$ cat src/verilog/mfi_consts.svh
// Constants of the multi-function input decoder
`ifndef MFI_CONSTS_SVH
`define MFI_CONSTS_SVH

`define MFI_NUM_TERM 6
`define MFI_CODE_W 5
// Function codes
`define MFI_FN_NONE 5'h00
`define MFI_FN_STEP1 5'h01
`define MFI_FN_STEP2 5'h02
`define MFI_FN_STEP3 5'h03
`define MFI_FN_STEP4 5'h04
`define MFI_FN_RESET 5'h05
`define MFI_FN_HOLD 5'h06
`define MFI_FN_RAMP1 5'h07
`define MFI_FN_RAMP2 5'h08
`define MFI_FN_BB_NO 5'h09
`define MFI_FN_BB_NC 5'h0a
`define MFI_FN_UP 5'h0b
`define MFI_FN_DOWN 5'h0c
`define MFI_FN_CNT_CLR 5'h0d
`define MFI_FN_SEQ_RUN 5'h0e
`define MFI_FN_SEQ_PAUSE 5'h0f
`define MFI_FN_AUX1 5'h10
`define MFI_FN_AUX2 5'h11
`define MFI_FN_AUX3 5'h12
`define MFI_FN_ESTOP_NO 5'h13
`define MFI_FN_ESTOP_NC 5'h14
`define MFI_FN_SRC_CUR 5'h15
`define MFI_FN_SRC_AUX 5'h16
`define MFI_FN_CMD_EXT 5'h17
`define MFI_FN_LINEAR 5'h18
// Up/down repeat period while held, 100 ms
`define MFI_REPEAT_MS 100
`define MFI_CLK_KHZ 100000
`define MFI_REPEAT_CYC (`MFI_REPEAT_MS * `MFI_CLK_KHZ)
// Analog filter: one delay unit is 10 ms
`define MFI_DELAY_UNIT_MS 10
`define MFI_DELAY_UNIT_CYC (`MFI_DELAY_UNIT_MS * `MFI_CLK_KHZ)
`define MFI_DELAY_W 10
`define MFI_DELAY_MAX 10'h3e8
`define MFI_DELAY_DEFAULT 10'h005
`define MFI_ADC_W 12
`define MFI_ADC_MID 12'h800
// Resolution: 0 gives 0.01 Hz, 1 gives 0.1 Hz
`define MFI_FREQ_W 16
`define MFI_COARSE_DIV 16'h000a
`endif

$ cat src/verilog/mfi_pkg.sv
// Types of the multi-function input decoder
package mfi_pkg;
  typedef enum logic [1:0] {
    MFI_SRC_VOLT,
    MFI_SRC_CUR,
    MFI_SRC_AUX,
    MFI_SRC_PARAM
  } mfi_src_type;
  typedef enum logic [1:0] {
    MFI_BB_IDLE,
    MFI_BB_BLOCK,
    MFI_BB_SEARCH
  } mfi_bb_type;
endpackage : mfi_pkg
$ cat src/verilog/mfi_decoder.sv
// Multi-function input terminal decoder with analog filters
`timescale 1ns/10ps
`default_nettype none
`include "mfi_consts.svh"

// Contract
// - Code zero terminal has no effect at any level.
// - Codes 1-4 select one of fifteen step speeds; 16 speeds total.
// - Code 5 is normally-open fault reset, like keypad reset.
// - Code 6 freezes ramping, holding present speed.
// - Codes 7 and 8 select one of four ramp time sets.
// - Codes 9/10 base block disables output; motor coasts.
// - Base block release runs speed search, then accelerates to master.
// - Codes 11/12 step master frequency per press and repeatedly held.
// - Up and down together make no change.
// - Code 13 clears and holds the event counter while active.
// - Code 14 starts the internal step sequence.
// - Code 15 pauses the running sequence.
// - Codes 16-18 suppress auxiliary motor outputs one to three.
// - Codes 19/20 emergency stop, latch fault until reset after clear.
// - Codes 21/22 choose current or aux input over parameter source.
// - Code 23 chooses terminal or keypad run commands.
// - Code 24 forces linear ramps, disables automatic ramp mode.
// - Each analog input has delay 0 to 10 s, 0.01 s steps.
// - Resolution 0 gives 0.01 Hz, 1 gives 0.1 Hz steps.
// - Factory reset sets terminals one to six to codes 1 to 6.
// - Bipolar mode idles mid-scale, ignores external direction terminals.
// - Codes 1-4 weight bits 0-3; zero selects master frequency.
// - Code 7 low bit, code 8 high bit of ramp select.
// - Both source codes on: voltage, then current, then aux.
module mfi_decoder (
  input wire logic core_clk,
  input wire logic sys_rst,
  input wire logic [`MFI_NUM_TERM-1:0] prog_input,
  input wire logic [`MFI_NUM_TERM*`MFI_CODE_W-1:0] func_code,
  input wire logic factory_reset,
  input wire logic fault_cleared,
  input wire logic keypad_reset,
  input wire logic speed_search_done,
  input wire logic seq_running,
  input wire logic [1:0] param_freq_src,
  input wire logic param_cmd_ext,
  input wire logic auto_ramp_param,
  input wire logic bipolar_mode,
  input wire logic ext_fwd,
  input wire logic ext_rev,
  input wire logic [`MFI_ADC_W-1:0] voltage_analog_in,
  input wire logic [`MFI_ADC_W-1:0] current_analog_in,
  input wire logic [`MFI_ADC_W-1:0] aux_analog_in,
  input wire logic [3*`MFI_DELAY_W-1:0] analog_delay,
  input wire logic freq_resolution,
  input wire logic [`MFI_FREQ_W-1:0] analog_freq_raw,
  output logic [`MFI_NUM_TERM*`MFI_CODE_W-1:0] factory_code,
  output logic [3:0] step_speed_sel,
  output logic fault_reset,
  output logic ramp_hold,
  output logic [1:0] ramp_set_sel,
  output logic output_disable,
  output logic speed_search,
  output logic freq_up,
  output logic freq_down,
  output logic counter_clear,
  output logic seq_start,
  output logic seq_pause,
  output logic [2:0] aux_motor_disable,
  output logic estop,
  output logic external_fault_code,
  output logic [1:0] freq_src,
  output logic cmd_from_terminals,
  output logic linear_ramp,
  output logic [3*`MFI_ADC_W-1:0] analog_filtered,
  output logic [`MFI_FREQ_W-1:0] analog_freq_cmd,
  output logic run_fwd,
  output logic run_rev
);

  // ------------------------------------------------------------
  // Action routing
  // ------------------------------------------------------------
  logic [24:0] act;
  logic [24:0] assigned;
  logic [4:0] code [`MFI_NUM_TERM];
  genvar t;
  generate
    for (t = 0; t < `MFI_NUM_TERM; t++) begin : g_code
      assign code[t] = func_code[t*`MFI_CODE_W +: `MFI_CODE_W];
    end
  endgenerate

  always_comb begin
    act = '0;
    assigned = '0;
    for (int i = 0; i < `MFI_NUM_TERM; i++) begin
      if (code[i] != `MFI_FN_NONE && code[i] <= `MFI_FN_LINEAR) begin
        assigned[code[i]] = 1'b1;
        // Closed-contact variants are active when the contact opens
        if (code[i] == `MFI_FN_BB_NC || code[i] == `MFI_FN_ESTOP_NC) begin
          act[code[i]] = act[code[i]] | ~prog_input[i];
        end else begin
          act[code[i]] = act[code[i]] | prog_input[i];
        end
      end
    end
  end

  // ------------------------------------------------------------
  // Edge, repeat and latch state
  // ------------------------------------------------------------
  logic up_q, up_d, dn_q, dn_d, run_q, run_d;
  logic [23:0] rep_q, rep_d;
  logic ef_q, ef_d;
  logic freq_up_d, freq_down_d, seq_start_d;
  mfi_pkg::mfi_bb_type bb_q, bb_d;
  logic reset_req;
  logic bb_in, es_in, inc, dec;

  always_comb begin
    bb_in = act[`MFI_FN_BB_NO] | act[`MFI_FN_BB_NC];
    es_in = act[`MFI_FN_ESTOP_NO] | act[`MFI_FN_ESTOP_NC];
    reset_req = act[`MFI_FN_RESET] | keypad_reset;
    inc = act[`MFI_FN_UP] & ~act[`MFI_FN_DOWN];
    dec = act[`MFI_FN_DOWN] & ~act[`MFI_FN_UP];
    up_d = inc;
    dn_d = dec;
    freq_up_d = 1'b0;
    freq_down_d = 1'b0;
    rep_d = '0;
    if (inc || dec) begin
      rep_d = rep_q + 24'h000001;
      if (rep_q == 24'(`MFI_REPEAT_CYC - 1)) begin
        rep_d = '0;
      end
      // Pulse on press, then once per repeat period while held
      freq_up_d = inc & (~up_q | rep_q == 24'(`MFI_REPEAT_CYC - 1));
      freq_down_d = dec & (~dn_q | rep_q == 24'(`MFI_REPEAT_CYC - 1));
      if (~up_q && ~dn_q) begin
        rep_d = '0;
      end
    end
    run_d = act[`MFI_FN_SEQ_RUN];
    seq_start_d = act[`MFI_FN_SEQ_RUN] & ~run_q;
    // Fault stays latched while input is active; set wins over reset
    ef_d = ef_q;
    if (reset_req && fault_cleared) begin
      ef_d = 1'b0;
    end
    if (es_in) begin
      ef_d = 1'b1;
    end
    bb_d = bb_q;
    unique case (bb_q)
      mfi_pkg::MFI_BB_IDLE: if (bb_in) bb_d = mfi_pkg::MFI_BB_BLOCK;
      mfi_pkg::MFI_BB_BLOCK: if (!bb_in) bb_d = mfi_pkg::MFI_BB_SEARCH;
      mfi_pkg::MFI_BB_SEARCH: begin
        if (bb_in) begin
          bb_d = mfi_pkg::MFI_BB_BLOCK;
        end else if (speed_search_done) begin
          bb_d = mfi_pkg::MFI_BB_IDLE;
        end
      end
      default: bb_d = mfi_pkg::MFI_BB_IDLE;
    endcase
  end

  always_ff @(posedge core_clk or posedge sys_rst) begin
    if (sys_rst) begin
      up_q <= 1'b0;
      dn_q <= 1'b0;
      run_q <= 1'b0;
      rep_q <= '0;
      ef_q <= 1'b0;
      bb_q <= mfi_pkg::MFI_BB_IDLE;
    end else begin
      up_q <= up_d;
      dn_q <= dn_d;
      run_q <= run_d;
      rep_q <= rep_d;
      ef_q <= ef_d;
      bb_q <= bb_d;
    end
  end

  // ------------------------------------------------------------
  // Registered decoded outputs
  // ------------------------------------------------------------
  logic [1:0] src_d;
  logic [`MFI_NUM_TERM*`MFI_CODE_W-1:0] factory_code_d;
  logic [3:0] step_speed_sel_d;
  logic [1:0] ramp_set_sel_d;
  logic [2:0] aux_motor_disable_d;
  logic fault_reset_d, ramp_hold_d, output_disable_d, speed_search_d;
  logic counter_clear_d, seq_pause_d, estop_d, cmd_from_terminals_d;
  logic linear_ramp_d, run_fwd_d, run_rev_d;
  always_comb begin
    src_d = param_freq_src;
    if (assigned[`MFI_FN_SRC_CUR] || assigned[`MFI_FN_SRC_AUX]) begin
      if (act[`MFI_FN_SRC_CUR] && act[`MFI_FN_SRC_AUX]) begin
        src_d = 2'(mfi_pkg::MFI_SRC_VOLT);
      end else if (act[`MFI_FN_SRC_CUR]) begin
        src_d = 2'(mfi_pkg::MFI_SRC_CUR);
      end else if (act[`MFI_FN_SRC_AUX]) begin
        src_d = 2'(mfi_pkg::MFI_SRC_AUX);
      end else begin
        src_d = 2'(mfi_pkg::MFI_SRC_VOLT);
      end
    end
    factory_code_d = factory_code;
    if (factory_reset) begin
      factory_code_d = {`MFI_FN_RESET + 5'h01, `MFI_FN_RESET,
                        `MFI_FN_STEP4, `MFI_FN_STEP3,
                        `MFI_FN_STEP2, `MFI_FN_STEP1};
    end
    step_speed_sel_d = {act[`MFI_FN_STEP4], act[`MFI_FN_STEP3],
                        act[`MFI_FN_STEP2], act[`MFI_FN_STEP1]};
    fault_reset_d = reset_req;
    ramp_hold_d = act[`MFI_FN_HOLD];
    ramp_set_sel_d = {act[`MFI_FN_RAMP2],
                      act[`MFI_FN_RAMP1]};
    output_disable_d = bb_d == mfi_pkg::MFI_BB_BLOCK;
    speed_search_d = bb_d == mfi_pkg::MFI_BB_SEARCH;
    counter_clear_d = act[`MFI_FN_CNT_CLR];
    seq_pause_d = act[`MFI_FN_SEQ_PAUSE] & seq_running;
    aux_motor_disable_d = act[`MFI_FN_AUX3:`MFI_FN_AUX1];
    estop_d = es_in | ef_d;
    cmd_from_terminals_d = assigned[`MFI_FN_CMD_EXT] ?
                           act[`MFI_FN_CMD_EXT] : param_cmd_ext;
    linear_ramp_d = act[`MFI_FN_LINEAR] | ~auto_ramp_param;
    // Bipolar pot: direction from analog side of mid-scale only
    run_fwd_d = ext_fwd & ~ext_rev;
    run_rev_d = ext_rev & ~ext_fwd;
    if (bipolar_mode) begin
      run_fwd_d = voltage_analog_in > `MFI_ADC_MID;
      run_rev_d = voltage_analog_in < `MFI_ADC_MID;
    end
  end

  always_ff @(posedge core_clk or posedge sys_rst) begin
    if (sys_rst) begin
      factory_code <= '0;
      step_speed_sel <= 4'h0;
      fault_reset <= 1'b0;
      ramp_hold <= 1'b0;
      ramp_set_sel <= 2'h0;
      output_disable <= 1'b0;
      speed_search <= 1'b0;
      freq_up <= 1'b0;
      freq_down <= 1'b0;
      counter_clear <= 1'b0;
      seq_start <= 1'b0;
      seq_pause <= 1'b0;
      aux_motor_disable <= 3'h0;
      estop <= 1'b0;
      external_fault_code <= 1'b0;
      freq_src <= 2'h0;
      cmd_from_terminals <= 1'b0;
      linear_ramp <= 1'b0;
      run_fwd <= 1'b0;
      run_rev <= 1'b0;
    end else begin
      factory_code <= factory_code_d;
      step_speed_sel <= step_speed_sel_d;
      fault_reset <= fault_reset_d;
      ramp_hold <= ramp_hold_d;
      ramp_set_sel <= ramp_set_sel_d;
      output_disable <= output_disable_d;
      speed_search <= speed_search_d;
      freq_up <= freq_up_d;
      freq_down <= freq_down_d;
      counter_clear <= counter_clear_d;
      seq_start <= seq_start_d;
      seq_pause <= seq_pause_d;
      aux_motor_disable <= aux_motor_disable_d;
      estop <= estop_d;
      external_fault_code <= ef_d;
      freq_src <= src_d;
      cmd_from_terminals <= cmd_from_terminals_d;
      linear_ramp <= linear_ramp_d;
      run_fwd <= run_fwd_d;
      run_rev <= run_rev_d;
    end
  end

  // ------------------------------------------------------------
  // Analog input delay filters
  // ------------------------------------------------------------
  logic [`MFI_ADC_W-1:0] ain [3];
  assign ain[0] = voltage_analog_in;
  assign ain[1] = current_analog_in;
  assign ain[2] = aux_analog_in;

  generate
    for (t = 0; t < 3; t++) begin : g_filt
      // Input must stay steady for the whole delay before it is passed
      logic [`MFI_ADC_W-1:0] held_q, held_d, out_q, out_d;
      logic [19:0] tick_q, tick_d;
      logic [`MFI_DELAY_W-1:0] units_q, units_d, lim;
      always_comb begin
        lim = analog_delay[t*`MFI_DELAY_W +: `MFI_DELAY_W];
        if (lim > `MFI_DELAY_MAX) begin
          lim = `MFI_DELAY_MAX;
        end
        held_d = ain[t];
        out_d = out_q;
        tick_d = tick_q;
        units_d = units_q;
        if (ain[t] != held_q) begin
          tick_d = '0;
          units_d = '0;
        end else if (units_q >= lim) begin
          out_d = held_q;
        end else if (tick_q == 20'(`MFI_DELAY_UNIT_CYC - 1)) begin
          tick_d = '0;
          units_d = units_q + 10'h001;
        end else begin
          tick_d = tick_q + 20'h00001;
        end
      end
      always_ff @(posedge core_clk or posedge sys_rst) begin
        if (sys_rst) begin
          held_q <= '0;
          out_q <= '0;
          tick_q <= '0;
          units_q <= '0;
        end else begin
          held_q <= held_d;
          out_q <= out_d;
          tick_q <= tick_d;
          units_q <= units_d;
        end
      end
      assign analog_filtered[t*`MFI_ADC_W +: `MFI_ADC_W] = out_q;
    end
  endgenerate

  // ------------------------------------------------------------
  // Frequency resolution
  // ------------------------------------------------------------
  logic [`MFI_FREQ_W-1:0] coarse;
  logic [`MFI_FREQ_W-1:0] analog_freq_cmd_d;
  always_comb begin
    coarse = 16'((analog_freq_raw / `MFI_COARSE_DIV) * `MFI_COARSE_DIV);
    analog_freq_cmd_d = freq_resolution ? coarse : analog_freq_raw;
  end
  always_ff @(posedge core_clk or posedge sys_rst) begin
    if (sys_rst) begin
      analog_freq_cmd <= '0;
    end else begin
      analog_freq_cmd <= analog_freq_cmd_d;
    end
  end

endmodule : mfi_decoder
`default_nettype wire

$ cat config.mk
export PLATFORM = sky130hd
export DESIGN_NAME = mfi_decoder
export DESIGN_NICKNAME = d
export VERILOG_FILES = /design/src/verilog/mfi_pkg.sv /design/src/verilog/mfi_decoder.sv
export VERILOG_INCLUDE_DIRS = /design/src /design/src/verilog
export SDC_FILE = /design/constraint.sdc
export NUM_CORES = 1
export LEC_CHECK = 0
export ABC_AREA = 1
export BUFFER_PORTS_ARGS = -buffer_cell sky130_fd_sc_hd__buf_2
export CORE_ASPECT_RATIO = 1.75
export CORE_UTILIZATION = 59
export DETAILED_ROUTE_END_ITERATION = 10
export PLACE_DENSITY_LB_ADDON = 0.05
export SLEW_MARGIN = 5
export SYNTH_ARGS = -nofsm -noshare
export SYNTH_HDL_FRONTEND = slang
export SYNTH_SLANG_ARGS = --single-unit
$ cat constraint.sdc
create_clock -name core_clk -period 9.12 [get_ports core_clk]
set_input_delay 0.456 -clock core_clk [delete_from_list [all_inputs] [get_ports core_clk]]
set_output_delay 0.456 -clock core_clk [all_outputs]
set_load 0.01 [all_outputs]
Word level (Yosys, flattened, before mapping)
Memory sizes are Yosys's and may differ from the RTL's.
Cells that the tools add are included.

cells by class
  $add $sub $neg = 7
  $mul = 1
  divide/modulo/power cells = 1
  $lt $le $gt $ge = 26
  equal/unequal tests = 26
  mux-type cells = 92
  bitwise gates (word level) = 51
  reductions and logical operators = 39

operator list
  kind                   count
  $mux 25                12
  $bwmux 25              10
  $mux 24                9
  $mux 20                9
  $mux 10                12
  $or 24x24->24          5
  $add 20x1->20 const B  3
  $eq 20x20->1 const B   3
  $and 25x25->25         2
  $lt 5x6->1 const B     6
  $ne 12x12->1           3
  $add 10x1->10 const B  3
  $demux 1 s5            6
  $eq 5x4->1 const B     6
  $eq 5x5->1 const B     6
  $ge 10x10->1           3
  $ge 5x1->1 const B     6
  $gt 10x10->1 const B   3
  $le 5x5->1 const B     6
  $reduce_bool 5->1      6
  $bmux 1 s5             5
  $add 24x1->24 const B  1
  $eq 24x24->1 const B   1
  $mux 1                 19
  18 further kinds       98

word-level totals
  flip-flop bits (word level) = 234
  bits in read-only memories = 32
  input bits = 133
  output and inout bits = 108
  word-level logic and storage cells = 282
  memories kept = 1

memories
  name              depth  width  read ports  clocked after Yosys merged registers in  wr ports  line                RTL
  (name not given)  32     1      1           0                                        0         mfi_decoder.sv:100  act[code[i]] = act[code[i]] | prog_input[i];

Logic depth before layout (Yosys ltp)
Gate-level depths: netlist of the first run.

  depth in word-level cells = 42
  mapped depth = 73
  depth with buffers taken out = 73

Worst setup path before layout of the first run
Ideal clock, no wire load.

  path type = input port to flip-flop
  start = input port analog_freq_raw[14]
  end = register analog_freq_cmd[14]
  library setup time = 0.135 ns
  arrival = 6.804 ns
  data required time = 8.985 ns
  setup slack = 2.180 ns
  cell stages on the path = 65
  buffers on the path = 0
  path through = o21ai_2 > nand2_1 > nand2_1 > nand2_1 > nand2_1 > nand2_2 > xor2_1 > nand2_1 > nand2_1 > nand2_2 > xor2_1 > nand2_1 > nand2_1 > nand2_2 > nand2_2 > xor2_1 > nand2_1 > o21ai_2 > (+29 left out) > ha_1 > ha_1 > fa_1 > inv_1 > o31ai_1 > inv_1 > nor2_1 > nor2_1 > nor2_1 > nor2_1 > nor2_1 > nor2_1 > nor2_1 > nor2_1 > o21bai_1 > a21oi_1 > xor2_1 > o21ai_0

on the way
  word-level cells in the longest chain between the ends = 3

RTL lines
  element                         line                RTL
  start, declared                 mfi_decoder.sv:52   input wire logic [`MFI_FREQ_W-1:0] analog_freq_raw,
  $div 16x4->16 (no source line)  n/a
  $mul 16x3->15 (no source line)  n/a
  $mux 16 *                       mfi_decoder.sv:342  analog_freq_cmd_d = freq_resolution ? coarse : analog_freq_raw;
  via analog_freq_cmd_d[14]       mfi_decoder.sv:339  logic [`MFI_FREQ_W-1:0] analog_freq_cmd_d;
  end signal, assigned            mfi_decoder.sv:348  analog_freq_cmd <= analog_freq_cmd_d;
  end, declared                   mfi_decoder.sv:72   output logic [`MFI_FREQ_W-1:0] analog_freq_cmd,

Mark *: on every way through the listed nets, which the timed path passes. The rest lies on a longest branch.
A chain may end at the register's enable or synchronous reset.

Worst setup path after layout of the first run
  start = input port func_code[3]
  end = register rep_q[22]

on the way
  word-level cells in the longest chain between the ends = 41
  elaborated cells between the ends (all ways) = 65
  those cells by class = 3 x order compare; 2 x eq/ne; 36 x mux; 18 x bitwise; 5 x reduce/logical; 1 x memory

RTL lines
  element                                                         line                                    RTL
  start, declared                                                 mfi_decoder.sv:35                       input wire logic [`MFI_NUM_TERM*`MFI_CODE_W-1:0] func_code,
  $lt 5x6->1 (implied by the code) or $ge 5x1->1 (tied branches)  mfi_decoder.sv:98, mfi_decoder.sv:100
  $logic_and 1x1->1 (implied by the code)                         mfi_decoder.sv:98, mfi_decoder.sv:100
  $mux 1 (implied by the code)                                    mfi_decoder.sv:98, mfi_decoder.sv:100
  $demux 1 s5                                                     mfi_decoder.sv:98, mfi_decoder.sv:100
  $and 25x25->25 (no source line)                                 n/a
  $mux 25                                                         mfi_decoder.sv:97                       if (code[i] == `MFI_FN_BB_NC || code[i] == `MFI_FN_ESTOP_NC) begin
  $mux 25 *                                                       mfi_decoder.sv:94                       if (code[i] != `MFI_FN_NONE && code[i] <= `MFI_FN_LINEAR) begin
  $bmux 1 s5                                                      mfi_decoder.sv:98, mfi_decoder.sv:100
  (+26 left out)                                                  n/a
  $bwmux 25, on equally long branches                             mfi_decoder.sv:100, mfi_decoder.sv:98
  $mux 25                                                         mfi_decoder.sv:97
  $mux 25 *                                                       mfi_decoder.sv:94
  $not 1->1, on equally long branches                             mfi_decoder.sv:121, mfi_decoder.sv:122
  $and 1x1->1, on equally long branches                           mfi_decoder.sv:121, mfi_decoder.sv:122
  $logic_or 1x1->1 *                                              mfi_decoder.sv:128                      if (inc || dec) begin
  $mux 24 *                                                       mfi_decoder.sv:128
  via rep_d[22]                                                   mfi_decoder.sv:110                      logic [23:0] rep_q, rep_d;
  end signal, assigned                                            mfi_decoder.sv:177                      rep_q <= rep_d;
  end, declared                                                   mfi_decoder.sv:110

Mark *: on every way through the listed nets, which the timed path passes. The rest lies on a longest branch. The select of a mux whose other input is x is not followed.

==> flow_summary.json, run 1 <==
{
  "outcome": "completed",
  "drt_iter0_drc": 924,
  "async_flop_share_pct": 100,
  "worstSetupPathType": "in2reg",
  "maxSlewHeadroom_pct": 34.4,
  "post_cts_buffers": 0,
  "root_buffer": "clkbuf_16",
  "clkSinkCount": 233,
  "cts_resized": 0,
  "dieWidth_um": 128,
  "setup_ws_ns": 1.18,
  "fill_cells": 2519,
  "core_um2": 27200,
  "grt_pass1_vias": 15500,
  "track_usage_pct": 30.2,
  "p_per_area_nw_per_um2": 222,
  "fin_nets": 2801,
  "cts_made_buffers": 23,
  "ir_drop_mv": 0.689,
  "remaining_drc_errors": 0,
  "setup_viol": 0,
  "yosysSeqAreaShare_pct": 35.7,
  "period_needed_ns": 7.94,
  "vias": 15900,
  "syn_avg_cell_area_um2": 6.78,
  "antenna_found_initial": 5,
  "dp_cells": 2950,
  "multi_input_area_um2": 8840,
  "synth_edf_count": 0,
  "yosysMostFrequentCell": "nand2_1",
  "synth.top_cells.by_count": "nand2_1 (592), inv_1 (336), nor2_1 (334)",
  "yosysWarnings": 0,
  "crit_arrival_ns": 8.38,
  "startpoint": "func_code[3]",
  "cts_tree": "built",
  "fmax_ghz": 0.126,
  "stdcell_count": 2992,
  "layout-drive-gt1-share_pct": 12.4,
  "synthToLayoutAreaGrowth_pct": 12.2,
  "grt_setup_unrepaired": "no",
  "gp_congestion": 1.01,
  "final_util_pct": 67.3,
  "whs_ns": 0.0296,
  "first_pass_iters": 7,
  "r2r_slack_ns": 4.05,
  "synthCells": 2407,
  "post-place-ws_ns": 0.725,
  "fin_crit_sh_pct": 87.1,
  "critical_path_buf_inv_count": 5,
  "reg2reg_depth": 29,
  "placedInstanceArea_um2": 17600,
  "grt_max_degree": 90,
  "total_power_mw": 4.07,
  "finalHoldViolations": 0,
  "vias_per_cell": 5.32,
  "row_count": 80,
  "leakage_nw": 9.01,
  "ant_nets": 0,
  "design_area_um2": 18300,
  "wire_per_inst_um": 14.3,
  "clk_pin_slew_ns": 0.06,
  "synth-main-ff-cell": "dfrtp_1",
  "synth_cell_types": 55,
  "cp.depth": 46,
  "cp-start-kind": "input pin",
  "finClkSkew_ns": 0.0124,
  "crit_path_end": "rep_q[22]",
  "initial_utilization_pct": 59.9,
  "syn_area_um2": 16300,
  "worstSetupEndpointType": "flip-flop",
  "hold_path_class": "in2async",
  "slew_violations": 0,
  "crit_family": "simple AND/OR/NAND/NOR gates",
  "r2r-start": "g_filt[0].units_q[0]",
  "synth_area_leaders": "dfrtp_1 (36%), nand2_1 (14%), inv_1 (7.7%)",
  "cts_buffer_depth": 3,
  "cp.required_ns": 9.56,
  "ff_latch_area_um2": 5830,
  "drv_cap": 0,
  "tightest_slew_ns": 0.983,
  "synth_top_area_share_pct": 35.7,
  "synth.ff_latch_count": 233,
  "ctsHoldBuffers": 0,
  "grt_pass1_wl_mm": 70.2,
  "insertion_delay_ns": 0.53,
  "die_area_um2": 28400,
  "slowest_delay_ns": 0.56,
  "die_h_um": 222,
  "htreeDepth": 1,
  "portBuffers": 219,
  "yosysTopAreaCell": "dfrtp_1",
  "slowest_stage": "o21ai_2",
  "hpwl_mm": 33.6,
  "crit_fanout": 26,
  "rr_endpoint": "g_filt[0].tick_q[19]",
  "io_pins": 241,
  "finalWirelength_mm": 42.9,
  "setup_tns_ns": 0,
  "gr-total-overflow": 0
}
per-layer routing:
| metal | track usage, % | vias up | routed length (um) |
|---|---|---|---|
| li1 | - | 8124 | - |
| met1 | 32.6 | 7244 | 16800 |
| met2 | 57.2 | 437 | 22400 |
| met3 | 3.96 | 116 | 2000 |
| met4 | 13.5 | 6 | 1680 |
| met5 | 0 | - | 39 |
registers in the layout, summed over array words and instances (netlist names), 2 cells and up:
name	count
g_filt.out_q	36
bb_q	2
rep_q	24
g_filt.tick_q	60
analog_freq_cmd	16
step_speed_sel	4
aux_motor_disable	3
freq_src	2
g_filt.units_q	30
g_filt.held_q	36
ramp_set_sel	2
kinds of logic after synthesis:
logic type	count (synthesis)	share of synthesized area (%)
compound gates	387	13.4
fa+ha+maj	62	4.80
mux	2	0.123
flops	233	35.7
xor+xnor	48	2.58
simple gates	1258	32.7
buf+inv	416	10.6
other cells	1	0.0230
cell usage in the layout (no fill, tap or decap), drive strengths merged, types with 2 or more instances in the layout:
cell type	instances
a31oi	8
a21oi	105
nand4	27
nand2	612
diode	3
o32ai	2
nand3	190
or2	14
o21bai	4
a211oi	5
o211ai	8
xor2	31
o21ai	197
o31ai	11
conb	21
nor3b	5
xnor2	17
nand3b	8
o41ai	2
nor2	336
buf	225
nor4	18
bufinv	2
clkinv	10
inv	342
mux2i	2
a21boi	8
a311oi	3
clkbuf	28
dfrtp	233
o21a	21
o22ai	6
nor3	46
clkinvlp	2
ha	61
how the worst min path moves through the flow:
stage	startpoint	end	slack (ns)	cells after the start
floorplan	run_q	seq_start	0.38	1
global placement	run_q	seq_start	0.39	1
detailed placement	run_q	seq_start	0.40	1
CTS	sys_rst	g_filt[2].out_q[1]	0.04	2
global route	aux_analog_in[11]	g_filt[2].held_q[11]	0.05	1
finish	sys_rst	counter_clear	0.03	2
cell type report:
class / instances / area share [%]
Multi-Input combinational cell: 1778 / 48.2
Clock inverter: 11 / 0.683
Tap cell: 369 / 2.52
Inverter: 345 / 7.11
Clock buffer: 28 / 3.35
Timing Repair Buffer: 225 / 6.23
Sequential cell: 233 / 31.8
Antenna cell: 3 / 0.0410
report_power, final:
part | internal (mW) | switching [mW] | total [mW] | leakage, nW
clock network | 0.538 | 0.406 | 0.944 | 0.360
logic | 0.717 | 1.29 | 2.00 | 5.54
registers | 1.10 | 0.0192 | 1.12 | 3.11
Note: power is estimated with default switching activity, not from simulation.
==> run 2: changes to the inputs <==
PLACE_DENSITY = 0.82   (was unset)
PLACE_DENSITY_LB_ADDON = unset   (was 0.05)
==> flow_summary.json, run 2 (same netlist as run 1, synthesis figures left out) <==
{
  "outcome": "completed",
  "leakage_nw": 9.06,
  "placedInstanceArea_um2": 17600,
  "dieWidth_um": 128,
  "cts_tree": "built",
  "vias_per_cell": 5.43,
  "path_common_cell": "nand3_1",
  "dp_cells": 2950,
  "cts_resized": 0,
  "grt_pass1_vias": 15800,
  "crit_arrival_ns": 8.40,
  "largest-register": "g_filt.tick_q",
  "hold_path_class": "in2reg",
  "root_buffer": "clkbuf_16",
  "finClkSkew_ns": 0.0211,
  "core_um2": 27200,
  "cts_buffer_depth": 3,
  "stdcell_count": 3000,
  "grt_setup_unrepaired": "no",
  "post_cts_buffers": 0,
  "period_needed_ns": 7.94,
  "grt_pass1_wl_mm": 72.5,
  "die_area_um2": 28400,
  "io_pins": 241,
  "worstSetupEndpointType": "flip-flop",
  "final_common_cell": "nand2_1",
  "p_per_area_nw_per_um2": 226,
  "remaining_drc_errors": 0,
  "hpwl_mm": 34.8,
  "gp_congestion": 1.06,
  "vias": 16300,
  "finalHoldViolations": 0,
  "ctsHoldBuffers": 0,
  "htreeDepth": 1,
  "setup_tns_ns": 0,
  "design_area_um2": 18400,
  "crit_family": "simple AND/OR/NAND/NOR gates",
  "fmax_ghz": 0.126,
  "finalWirelength_mm": 44.6,
  "track_usage_pct": 31.4,
  "portBuffers": 219,
  "ir_drop_mv": 0.507,
  "fin_nets": 2801,
  "worstSetupPathType": "in2reg",
  "fin_crit_sh_pct": 87.0,
  "wire_per_inst_um": 14.9,
  "synthToLayoutAreaGrowth_pct": 12.9,
  "layout-drive-gt1-share_pct": 12.5,
  "slowest_delay_ns": 0.55,
  "tightest_slew_ns": 1.06,
  "setup_viol": 0,
  "critical_path_buf_inv_count": 8,
  "die_h_um": 222,
  "clkSinkCount": 233,
  "final_cell_mix": "nand2_1 (592), inv_1 (335), nor2_1 (334)",
  "row_count": 80,
  "cp-start-kind": "input pin",
  "largest_register_ffs": 60,
  "crit_fanout": 26,
  "cts_made_buffers": 23,
  "insertion_delay_ns": 0.54,
  "clk_pin_slew_ns": 0.07,
  "fill_cells": 2429,
  "slowest_stage": "o21ai_2",
  "gr-total-overflow": 0,
  "slew_violations": 0,
  "top_regs": "g_filt.tick_q: 60 flops, g_filt.held_q: 36 flops, g_filt.out_q: 36 flops",
  "cp.required_ns": 9.58,
  "ant_nets": 0,
  "drv_cap": 0,
  "initial_utilization_pct": 59.9,
  "grt_max_degree": 155,
  "antenna_found_initial": 11,
  "first_pass_iters": 5,
  "maxSlewHeadroom_pct": 29.2,
  "drt_iter0_drc": 816
}
-- run 2: cell types whose count changed in the layout (fill, tap and decap cells not counted), moves of 2 or more --
cell       change
diode_2        +5
clkbuf_1       -2
clkinv_2       +2
bufinv_16      +3
-- run 2: layer usage --
layer,global-route usage (%),part of all wire [%],up-vias
li1,-,-,8141
met1,32.4,36,7455
met4,18.9,5.8,6
met5,0,0.070,-
met2,59.0,53,526
met3,4.27,5.0,172
-- run 2: metrics by stage --
| stage | hold WS [ns] | setup WS [ns] | power [mW] | utilization, % |
|---|---|---|---|---|
| 2_1_floorplan | 0.375 | 2.18 | 2.62 | - |
| 3_3_place_gp | 0.397 | 0.998 | 3.02 | 64.5 |
| 3_5_place_dp | 0.393 | 0.765 | 3.10 | 64.5 |
| 4_1_cts | 0.0343 | 1.30 | 4.16 | 67.6 |
| 5_1_grt | 0.0322 | 0.205 | 4.50 | 67.7 |
| 6_report | 0.0438 | 1.18 | 4.17 | 67.7 |
-- run 2: worst paths after layout --
| kind | start | end | slack, ns | cells after the start |
|---|---|---|---|---|
| setup / recovery | func_code[4] | rep_q[19] | 1.18 | 51 |
| hold / removal | current_analog_in[11] | g_filt[1].held_q[11] | 0.04 | 1 |
| setup reg to reg | g_filt[0].units_q[0] | g_filt[0].tick_q[19] | 4.03 | 29 |
| hold reg to reg | run_q | seq_start | 0.40 | 1 |
| max in group asynchronous | sys_rst | analog_freq_cmd[9] | 7.37 | 3 |
| min in group asynchronous | sys_rst | g_filt[2].out_q[5] | 0.09 | 2 |
-- run 2: final cells by class --
| cell class | instances | area (um^2) | area share (%) |
|---|---|---|---|
| multi-input combinational | 1778 | 8830 | 47.9 |
| sequential | 233 | 5830 | 31.6 |
| inverter | 345 | 1300 | 7.07 |
| timing repair buffer | 225 | 1140 | 6.19 |
| clock buffer | 26 | 607 | 3.29 |
| tap | 369 | 462 | 2.51 |
| clock inverter | 16 | 233 | 1.26 |
| antenna | 8 | 20.0 | 0.109 |
-- run 2: where the power goes --
part	total [mW]	internal [mW]	switching (mW)
combinational	2.00	0.718	1.28
clock	1.05	0.629	0.423
sequential	1.12	1.10	0.0183
total	4.17	2.45	1.73
==> run 3: changes to the inputs <==
ABC_AREA = unset   (was 1)
CORE_MARGIN = 2   (was unset)
CORE_UTILIZATION = 60   (was 59)
PLACE_DENSITY = 0.83   (was 0.82)
==> flow_summary.json, run 3 <==
{
  "grt_pass1_wl_mm": 91.7,
  "ir_drop_mv": 0.152,
  "synth.ff_latch_count": 233,
  "cp.required_ns": 9.55,
  "clk_pin_slew_ns": 0.07,
  "dp_cells": 2753,
  "synthCells": 2224,
  "cp-start-kind": "input pin",
  "maxSlewHeadroom_pct": 12.2,
  "ctsHoldBuffers": 0,
  "die_h_um": 234,
  "async_flop_share_pct": 100,
  "antenna_found_initial": 2,
  "setup_ws_ns": 1.03,
  "first_pass_iters": 6,
  "p_comb_share_pct": 30.2,
  "worstSetupEndpointType": "flip-flop",
  "finalWirelength_mm": 59.3,
  "grt_pass1_vias": 17800,
  "post-place-ws_ns": 0.304,
  "drv_cap": 0,
  "synth_cell_types": 108,
  "final_common_cell": "nor2_1",
  "slowest_delay_ns": 0.53,
  "track_usage_pct": 36.5,
  "synthToLayoutAreaGrowth_pct": 11.2,
  "synth_top_area_share_pct": 32.1,
  "dieWidth_um": 136,
  "drt_iter0_drc": 1431,
  "io_pins": 241,
  "outcome": "completed",
  "period_needed_ns": 8.09,
  "slew_violations": 0,
  "post_cts_buffers": 0,
  "p_per_area_nw_per_um2": 145,
  "setup_tns_ns": 0,
  "gr-total-overflow": 0,
  "p_seq_share_pct": 37.9,
  "htreeDepth": 1,
  "finClkSkew_ns": 0.0197,
  "remaining_drc_errors": 0,
  "die_area_um2": 31800,
  "hpwl_mm": 44.6,
  "final_cell_mix": "nor2_1 (259), dfrtp_1 (233), nand2_1 (226)",
  "syn_area_um2": 18200,
  "top_regs": "g_filt.tick_q: 60 flops, g_filt.held_q: 36 flops, g_filt.out_q: 36 flops",
  "crit_arrival_ns": 8.52,
  "tightest_slew_ns": 1.31,
  "cts_made_buffers": 23,
  "hold_path_class": "in2reg",
  "final_util_pct": 67.5,
  "finalHoldViolations": 0,
  "clkPwrFrac_pct": 31.9,
  "wire_per_inst_um": 21.2,
  "yosysMostFrequentCell": "nor2_1",
  "grt_setup_unrepaired": "no",
  "largest_register_ffs": 60,
  "synth.top_cells.by_count": "nor2_1 (259), dfrtp_1 (233), nand2_1 (226)",
  "crit_fanout": 14,
  "p_int_mw": 1.92,
  "synth_area_leaders": "dfrtp_1 (32%), nor2_1 (5.3%), xor2_1 (5.3%)",
  "slowest_stage": "a211oi_2",
  "portBuffers": 219,
  "cts_buffer_depth": 3,
  "ant_nets": 0,
  "p_sw_mw": 1.00,
  "core_um2": 30000,
  "synth_edf_count": 0,
  "synth-main-ff-cell": "dfrtp_1",
  "cts_tree": "built",
  "layout-drive-gt1-share_pct": 17.0,
  "cts_resized": 0,
  "stdcell_count": 2795,
  "yosysWarnings": 0,
  "vias_per_cell": 6.48,
  "syn_avg_cell_area_um2": 8.18,
  "leakage_nw": 8.79,
  "fin_nets": 2586,
  "initial_utilization_pct": 60.7,
  "gp_congestion": 1.03,
  "clkSinkCount": 233,
  "row_count": 84,
  "largest-register": "g_filt.tick_q",
  "yosysTopAreaCell": "dfrtp_1",
  "setup_viol": 0,
  "fmax_ghz": 0.124,
  "fin_crit_sh_pct": 88.8,
  "switching_share_pct": 34.2,
  "worstSetupPathType": "in2reg",
  "root_buffer": "clkbuf_16",
  "insertion_delay_ns": 0.54,
  "grt_max_degree": 156,
  "vias": 18100,
  "yosysSeqAreaShare_pct": 32.1
}
-- run 3: path summary, 6_finish.rpt --
path / start / endpoint / slack [ns] / depth (start not counted)
min in group asynchronous: sys_rst / g_filt[0].tick_q[6] / 0.15 / 2
worst min-delay path: current_analog_in[9] / g_filt[1].held_q[9] / 0.04 / 1
max in group asynchronous: sys_rst / g_filt[2].out_q[2] / 7.29 / 3
worst max-delay path: analog_freq_raw[13] / analog_freq_cmd[14] / 1.03 / 34
worst min register to register: run_q / seq_start / 0.39 / 1
worst max register to register: g_filt[1].units_q[0] / g_filt[1].tick_q[19] / 4.94 / 20
-- run 3: critical path: cells and delay by family --
kind / cells / cell delay, ns
AND/OR/NAND/NOR: 8 / 1.72
adder cells (fa/ha/maj): 4 / 1.18
multiplexers: 1 / 0.26
buffers and inverters: 2 / 0.62
XOR/XNOR: 1 / 0.08
AO/OA/AOI/OAI: 18 / 4.17
-- run 3: cell type report --
cell class | count | area [um^2]
Multi-Input combinational cell | 1805 | 11500
Fill cell | 2501 | 9730
Sequential cell | 233 | 5830
Timing Repair Buffer | 263 | 1440
Clock buffer | 31 | 646
Tap cell | 387 | 484
Inverter | 65 | 251
Clock inverter | 10 | 81.3
Antenna cell | 1 | 2.50
-- run 3: power by group through the flow --
stage | clock network (mW) | logic (mW) | registers (mW)
after global routing | 0.991 | 0.966 | 1.11
after CTS | 0.941 | 0.864 | 1.11
after detailed placement | 0 | 0.859 | 1.12
after global placement | 0 | 0.837 | 1.12
after floorplan | 0 | 0.581 | 1.14
final | 0.934 | 0.883 | 1.11
-- run 3: kinds of logic after synthesis --
family          Yosys count  share of synthesized area, %
fa+ha+maj                64                          4.42
mux                      71                          4.27
flops                   233                          32.1
buf+inv                 206                          5.20
other cells               1                        0.0206
xor+xnor                159                          7.74
compound gates          515                          19.5
simple gates            975                          26.8
-- run 3: per-layer routing --
metal,up-vias,GRT usage (%),part of all wire [%]
li1,8360,-,-
met1,8578,36.9,34
met2,830,65.9,51
met3,333,6.83,6.5
met4,4,27.0,8.5
met5,-,0,0.037
-- run 3: through the flow --
step / power [mW] / hold WS (ns) / cell area (um^2)
floorplan: 1.72 / 0.375 / 18300
global placement: 1.96 / 0.390 / 19500
detailed placement: 1.98 / 0.386 / 19500
CTS: 2.91 / 0.0298 / 20200
global route: 3.07 / 0.0225 / 20200
finish: 2.92 / 0.0384 / 20200
